<file path="src/logic/wdse_cfg.svh">
`ifndef WDSE_CFG_SVH
`define WDSE_CFG_SVH

// bit positions inside the watchdog control word
`define WDSE_BIT_UNLOCK 0
`define WDSE_BIT_ARM    1
`define WDSE_BIT_FLAG   2
`define WDSE_BIT_ACTION 3
`define WDSE_PRE_LSB    4
`define WDSE_PRE_MSB    7

// reset values of the control fields
`define WDSE_ARM_RST    1'b0
`define WDSE_FLAG_RST   1'b0
`define WDSE_ACTION_RST 1'b0
`define WDSE_PRE_RST    4'h9

// largest prescaler code that scales the period, larger codes clamp to it
`define WDSE_PRE_MAX    4'h9

// shortest timeout, in base ticks, for prescaler code zero
`define WDSE_PERIOD_BASE 14'h0010

// clock period and base tick period, in ns
`define WDSE_CLK_NS     40
`define WDSE_TICK_NS    1000
// base tick in clock cycles, rounded up
`define WDSE_TICK_CYC   ((`WDSE_TICK_NS + `WDSE_CLK_NS - 1) / `WDSE_CLK_NS)

// count loaded by an unlock step; the window for the following control write stays open this many cycles plus one
`define WDSE_UNLOCK_CYC 4'h8

`endif

</file>
<file path="src/logic/wdse_pkg.sv">
`default_nettype none

package wdse_pkg;

  // control word as software writes it, msb first
  typedef struct packed {
    logic [3:0] prescale;              // timeout period select
    logic       timeout_action_select; // 1: interrupt, 0: reset
    logic       timeout_flag;          // written 0 clears the flag
    logic       watchdog_arm;          // written 1 re-arms and clears counters
    logic       control_write_unlock;  // first step of the write sequence
  } wdse_ctrl_type;

  // status as seen by software
  typedef struct packed {
    logic [3:0] prescale;
    logic       timeout_action_select;
    logic       timeout_flag;
    logic       watchdog_arm;
    logic       unlock_open;
  } wdse_stat_type;

  // phase of the protected write sequence
  typedef enum logic [0:0] {
    WDSE_LOCKED = 1'b0,
    WDSE_OPEN   = 1'b1
  } wdse_phase_type;

  // whole state of the block
  typedef struct packed {
    wdse_phase_type phase;
    logic [3:0]     unlock_cnt;
    logic           watchdog_arm;
    logic           timeout_flag;
    logic           timeout_action_select;
    logic [3:0]     prescale;
    logic [4:0]     div_cnt;
    logic [13:0]    tick_cnt;
    logic           wd_reset;
    logic           wd_irq;
  } wdse_state_type;

endpackage
`default_nettype wire

</file>
<file path="src/logic/wdse_top.sv">
// How it works
// interrupt action lets it run as interval timer
// prescaler code selects the timeout period
// timeout sets flag bit 2, written zero clears
// hardware reset clears flag, watchdog reset keeps
// setting arm enables and clears all counters
// software re-arms before each period ends
// missed re-arm gives reset or interrupt
// arm clears on zero write, reset, supply interrupt
// control write accepted only after unlock step
`include "wdse_cfg.svh"
`default_nettype none

module wdse_top
  import wdse_pkg::*;
(
  input  wire logic          clock_i,              // 25 MHz core clock
  input  wire logic          rstn_i,               // external hardware reset, active low
  input  wire logic          ctrl_wr_i,            // one-cycle write strobe of the control word
  input  wire wdse_ctrl_type ctrl_wdata_i,         // control word written with the strobe
  input  wire logic          supply_monitor_irq_i, // supply monitor interrupt pulse
  output logic               wd_reset_o,           // one-cycle system reset request
  output logic               wd_irq_o,             // one-cycle timeout interrupt
  output wdse_stat_type      status_o              // control and status readback
);

  // reset release synchroniser
  logic           rst_meta_ff;  // first stage, only read by the second
  logic           rst_sync_ff;  // released reset used by the block

  // block state and its next value
  wdse_state_type state_ff;
  wdse_state_type nxt_state;

  // base tick enable from the divider
  logic           tick;
  // period end seen this cycle
  logic           timeout;

  // last tick index of a period for a prescaler code
  function automatic logic [13:0] wdse_last_tick(input logic [3:0] pre);
    logic [3:0] p;
    // clamp keeps the shifted period inside the 14-bit tick counter
    p = (pre > `WDSE_PRE_MAX) ? `WDSE_PRE_MAX : pre;
    return (`WDSE_PERIOD_BASE << p) - 14'h0001;
  endfunction

  // the release is delayed two edges so that no flop sees a ragged deassert
  always_ff @(posedge clock_i or negedge rstn_i)
  begin
    if (!rstn_i)
    begin
      rst_meta_ff <= 1'b0;
      rst_sync_ff <= 1'b0;
    end
    else
    begin
      rst_meta_ff <= 1'b1;
      rst_sync_ff <= rst_meta_ff;
    end
  end

  // next state of the whole watchdog
  always_comb
  begin
    nxt_state          = state_ff;
    nxt_state.wd_reset = 1'b0;
    nxt_state.wd_irq   = 1'b0;
    tick               = 1'b0;
    timeout            = 1'b0;

    // base divider only runs while armed, so a disarmed watchdog is frozen
    if (state_ff.watchdog_arm)
    begin
      if (state_ff.div_cnt == 5'(`WDSE_TICK_CYC - 1))
      begin
        nxt_state.div_cnt = 5'h00;
        tick              = 1'b1;
      end
      else
      begin
        nxt_state.div_cnt = state_ff.div_cnt + 5'h01;
      end
    end
    else
    begin
      // idle divider stays at zero
      nxt_state.div_cnt = 5'h00;
    end

    // period counter in base ticks
    if (tick)
    begin
      if (state_ff.tick_cnt >= wdse_last_tick(state_ff.prescale))
      begin
        // period ran out with no re-arm from software
        nxt_state.tick_cnt = 14'h0000;
        timeout            = 1'b1;
      end
      else
      begin
        nxt_state.tick_cnt = state_ff.tick_cnt + 14'h0001;
      end
    end

    // unlock step stays open for a short window only
    if (state_ff.phase == WDSE_OPEN)
    begin
      if (state_ff.unlock_cnt == 4'h0)
      begin
        nxt_state.phase = WDSE_LOCKED;
      end
      else
      begin
        nxt_state.unlock_cnt = state_ff.unlock_cnt - 4'h1;
      end
    end

    // control write from software
    if (ctrl_wr_i)
    begin
      if (state_ff.phase == WDSE_OPEN)
      begin
        // second step of the sequence: the word is taken
        nxt_state.phase                 = WDSE_LOCKED;
        nxt_state.unlock_cnt            = 4'h0;
        nxt_state.prescale              = ctrl_wdata_i.prescale;
        nxt_state.timeout_action_select = ctrl_wdata_i.timeout_action_select;
        if (ctrl_wdata_i.watchdog_arm)
        begin
          // re-arm restarts the whole interval
          nxt_state.watchdog_arm = 1'b1;
          nxt_state.div_cnt      = 5'h00;
          nxt_state.tick_cnt     = 14'h0000;
        end
        else
        begin
          // software disarm
          nxt_state.watchdog_arm = 1'b0;
          nxt_state.div_cnt      = 5'h00;
          nxt_state.tick_cnt     = 14'h0000;
        end
        if (!ctrl_wdata_i.timeout_flag)
        begin
          // writing zero clears, writing one leaves the flag alone
          nxt_state.timeout_flag = 1'b0;
        end
      end
      else if (ctrl_wdata_i.control_write_unlock)
      begin
        // first step: open the window for the next write
        nxt_state.phase      = WDSE_OPEN;
        nxt_state.unlock_cnt = `WDSE_UNLOCK_CYC;
      end
      // any other write without the unlock step is dropped
      // so a stray store cannot disarm or retune a running watchdog
    end

    // timeout comes after the write so that its flag set beats a clear
    if (timeout)
    begin
      nxt_state.timeout_flag = 1'b1;
      if (state_ff.timeout_action_select)
      begin
        // interrupt action: stays armed and starts the next interval
        nxt_state.wd_irq = 1'b1;
      end
      else
      begin
        // reset action: the watchdog disarms itself
        nxt_state.wd_reset     = 1'b1;
        nxt_state.watchdog_arm = 1'b0;
        nxt_state.div_cnt      = 5'h00;
        nxt_state.tick_cnt     = 14'h0000;
      end
    end

    // supply trouble stops the watchdog, checked last so it always wins
    if (supply_monitor_irq_i)
    begin
      nxt_state.watchdog_arm = 1'b0;
      nxt_state.div_cnt      = 5'h00;
      nxt_state.tick_cnt     = 14'h0000;
    end
  end

  // state register; only the external reset clears it, so the flag
  // survives the system reset that the watchdog itself requests
  // the reset request leaves this block and never comes back in here
  always_ff @(posedge clock_i or negedge rst_sync_ff)
  begin
    if (!rst_sync_ff)
    begin
      state_ff.phase                 <= WDSE_LOCKED;
      state_ff.unlock_cnt            <= 4'h0;
      state_ff.watchdog_arm          <= `WDSE_ARM_RST;
      state_ff.timeout_flag          <= `WDSE_FLAG_RST;
      state_ff.timeout_action_select <= `WDSE_ACTION_RST;
      state_ff.prescale              <= `WDSE_PRE_RST;
      state_ff.div_cnt               <= 5'h00;
      state_ff.tick_cnt              <= 14'h0000;
      state_ff.wd_reset              <= 1'b0;
      state_ff.wd_irq                <= 1'b0;
    end
    else
    begin
      state_ff <= nxt_state;
    end
  end

  // outputs are wires straight off the state flops
  // unlock_open is a compare of one flop bit, so it cannot glitch either
  assign wd_reset_o                     = state_ff.wd_reset;
  assign wd_irq_o                       = state_ff.wd_irq;
  assign status_o.prescale              = state_ff.prescale;
  assign status_o.timeout_action_select = state_ff.timeout_action_select;
  assign status_o.timeout_flag          = state_ff.timeout_flag;
  assign status_o.watchdog_arm          = state_ff.watchdog_arm;
  assign status_o.unlock_open           = (state_ff.phase == WDSE_OPEN);

endmodule // wdse_top
`default_nettype wire

</file>
<file path="config.mk">
export PLATFORM = sky130hd
export DESIGN_NAME = wdse_top
export DESIGN_NICKNAME = d
export VERILOG_FILES = /design/src/logic/wdse_pkg.sv /design/src/logic/wdse_top.sv
export VERILOG_INCLUDE_DIRS = /design/src /design/src/logic
export SDC_FILE = /design/constraint.sdc
export NUM_CORES = 1
export LEC_CHECK = 0
export BUFFER_PORTS_ARGS = -buffer_cell sky130_fd_sc_hd__clkbuf_2
export CAP_MARGIN = 25
export CORE_MARGIN = 2
export CORE_UTILIZATION = 59
export DETAILED_ROUTE_END_ITERATION = 10
export HOLD_SLACK_MARGIN = 0.12
export PLACE_DENSITY = 0.8
export RECOVER_POWER = 100
export SLEW_MARGIN = 20
export SYNTH_ARGS = -nofsm -noshare
export SYNTH_HDL_FRONTEND = slang
export SYNTH_SLANG_ARGS = --single-unit
</file>
<file path="constraint.sdc">
create_clock -name clock_i -period 1.5 [get_ports clock_i]
set_input_delay 0.3 -clock clock_i [delete_from_list [all_inputs] [get_ports clock_i]]
set_output_delay 0.3 -clock clock_i [all_outputs]
set_load 0.05 [all_outputs]
</file>
==> results.cfg <==
[sta]
skew_ps = 8.537
slew_viol_final = 0
holdWs_ps = 222.7
finalWorstSetupSlack_ps = -1179
setup_tns_ps = -21510
setup_violations = 20
period_minus_slack_ps = 2679
hold_viol = 0
max_clock_freq_mhz = 373.3
tightest_slew_ps = 1023
rsz0062_at_grt = yes
fin_crit_sh = 1.786
relSlewSlack = 0.3177

[logic_synthesis]
synth_edf_count = 0
syn_area_sq_mm = 0.002193
synth_warnings = 0
syn_avg_cell_area_sq_um = 10.06
yosysUniqueCellTypes = 52
synthArstFlopShare = 1.000
seq_area_frac_synth = 0.4005
ys_ff_latch = 35
synth_ff_type = dfrtp_1
synth_cells = 218

[placement]
hpwl_microns = 4055
io_buffers = 21
gp_congestion = 0.8678
place_inst = 333

[final_layout]
fin_util = 0.8498
stdcell_count = 351
fill_cells = 170
fin_nets = 329
drive_above_1_share = 0.4389
final_cell_mix = buf_4 (56), dfrtp_1 (33), clkbuf_2 (17)
layout_commonest_cell = buf_4
syn_to_final_growth_pct = 39.70
antennaDiodeCount = 0

[power_and_ir_drop]
p_clk_frac = 0.167
p_seq_frac = 0.310
vdd_drop_max_mv = 1.422
switching_share = 0.4124
combPwrFrac = 0.523
p_leak_nw = 1.436
power_mw = 4.026
p_per_area_mw_per_mm2 = 1314
p_switching_mw = 1.660
p_int_mw = 2.366

[cts]
cts_tree = built
worstSkewPairLatency_ps = 290
cts_buffer_depth = 2
cts_buffers = 5
cts.reportedPaths.clkPinSlew_ps = 80
cts.sinks = 35
cts-htree-levels = 2
clock-root-buffer = clkbuf_8

[floorplanning]
die_area_sq_mm = 0.004221
core.rowCount = 22
coreArea_sq_mm = 0.003606
start_util = 0.6083
io_pins = 22
dieHeight_microns = 64.97
die_w_microns = 64.97

[setup_path]
required_ps = 1690
crit_path_end_kind = flip-flop
critPathKind = reg2reg
crit_path_max_fanout = 6
cp.arrival_ps = 2870
cp-start-kind = flip-flop

[global_routing]
grt_pass1_vias = 2192
antenna_found_initial = 0
grt_overflow = 0
grt_start_max_net_pins = 19
grt_first_pass_wirelength_microns = 10520
grt_usage = 0.3321

[route]
viasPerCell = 6.433
routedWlPerCell_microns = 20.85
vias = 2258
dr.pass1.iters = 5
drc = 0
routed_wl_microns = 7320
ant_nets = 0
first_iter_violations = 316

[run]
maxCapViolCount = 0

[status]
violations = setup timing
status = finished with violations

[min_path]
hold_path_class = in2reg
## power groups by stage
| stage | clock, mW | combinational, mW | sequential [mW] |
|---|---|---|---|
| after global routing | 0.716 | 2.24 | 1.26 |
| final | 0.672 | 2.11 | 1.25 |
| after floorplan | 0 | 1.11 | 1.29 |
| after global placement | 0 | 1.68 | 1.24 |
| after detailed placement | 0 | 1.73 | 1.24 |
| after CTS | 0.669 | 1.98 | 1.23 |
## layer usage
metal  wire length (microns)  global-route usage
met5                       0                   0
met4                     270              0.1090
met1                    2877              0.4202
met3                     562             0.06424
met2                    3610              0.5696
## area by class of cell
class / instances / area, sq um / area share
multi-input combinational: 161 / 1355 / 0.4422
sequential: 35 / 878.3 / 0.2866
timing repair buffer: 90 / 655.6 / 0.2140
clock buffer: 7 / 76.32 / 0.02491
tap: 48 / 60.06 / 0.01960
inverter: 9 / 33.78 / 0.01102
clock inverter: 1 / 5.005 / 0.001633
## cell usage after synthesis, drive strengths merged, types with 4 or more instances
| master | instances | area (sq um) |
|---|---|---|
| and4 | 4 | 35.03 |
| a211oi | 6 | 55.05 |
| inv | 9 | 33.78 |
| o31ai | 4 | 43.79 |
| nand4 | 7 | 65.06 |
| buf | 13 | 103.9 |
| or3 | 6 | 37.54 |
| ha | 15 | 187.7 |
| nor3 | 9 | 45.04 |
| a21oi | 11 | 55.05 |
| nand2 | 14 | 55.06 |
| o21ai | 10 | 50.05 |
| mux2 | 6 | 67.56 |
| nor2 | 13 | 48.80 |
| nand3 | 10 | 50.05 |
| dfrtp | 33 | 825.8 |
| xor2 | 5 | 43.79 |
## worst paths after layout
path	from	endpoint	slack, ps	cells past startpoint
worst min-delay path	supply_monitor_irq_i	status_o[1]$_DFF_PN0_	220	2
worst max-delay path	status_o[7]$_DFFE_PN1P_	status_o[1]$_DFF_PN0_	-1180	12
worst min register to register	rst_meta_ff$_DFF_PN0_	rst_sync_ff$_DFF_PN0_	370	0
worst max register to register	status_o[7]$_DFFE_PN1P_	status_o[1]$_DFF_PN0_	-1180	12
max in group asynchronous	rst_sync_ff$_DFF_PN0_	state_ff[8]$_DFF_PN0_	330	1
min in group asynchronous	rstn_i	rst_sync_ff$_DFF_PN0_	340	2
## logic make-up after synthesis
logic type / after synthesis / synth area share
simple gates: 79 / 0.2054
compound gates: 50 / 0.1746
flops: 35 / 0.4005
buf+inv: 23 / 0.06446
fa+ha+maj: 15 / 0.08557
mux: 8 / 0.03993
xor+xnor: 7 / 0.02795
other cells: 1 / 0.001710
## sequential cells by signal (all words and copies together), names as in the netlist
signal / cells
rst_meta_ff: 1
rst_sync_ff: 1
state_ff: 23
status_o: 8
wd_irq_o: 1
wd_reset_o: 1
## critical path, cell delays in order, from the launching register on
cell      delay, ps
dfstp_2         560
nor2_4           50
nand2_1          90
ha_2            210
nor3_2           50
a21o_1          160
a32oi_2         200
ha_1            290
and4_4          170
nand4_1         120
buf_6           170
o221ai_2        170
a221oi_2        340
## through the flow
| step | area, sq um | setup WS, ps |
|---|---|---|
| 4_1_cts | 2973 | -1008 |
| 6_report | 3064 | -1179 |
| 5_1_grt | 3064 | -1260 |
| 2_1_floorplan | 2207 | -1074 |
| 3_3_place_gp | 2708 | -1083 |
| 3_5_place_dp | 2708 | -1163 |
## what timing repair did
action / in CTS / in global routing
gates resized for setup: 24 / 21
buffers inserted: 7 / 1
cloned: 0 / 1
endpoints found under the setup margin: 21 / 24
endpoints found under the hold margin: 2 / 0
hold buffers: 1 / 0
pin swaps: 8 / 5
(Power assumes the default switching activity.)
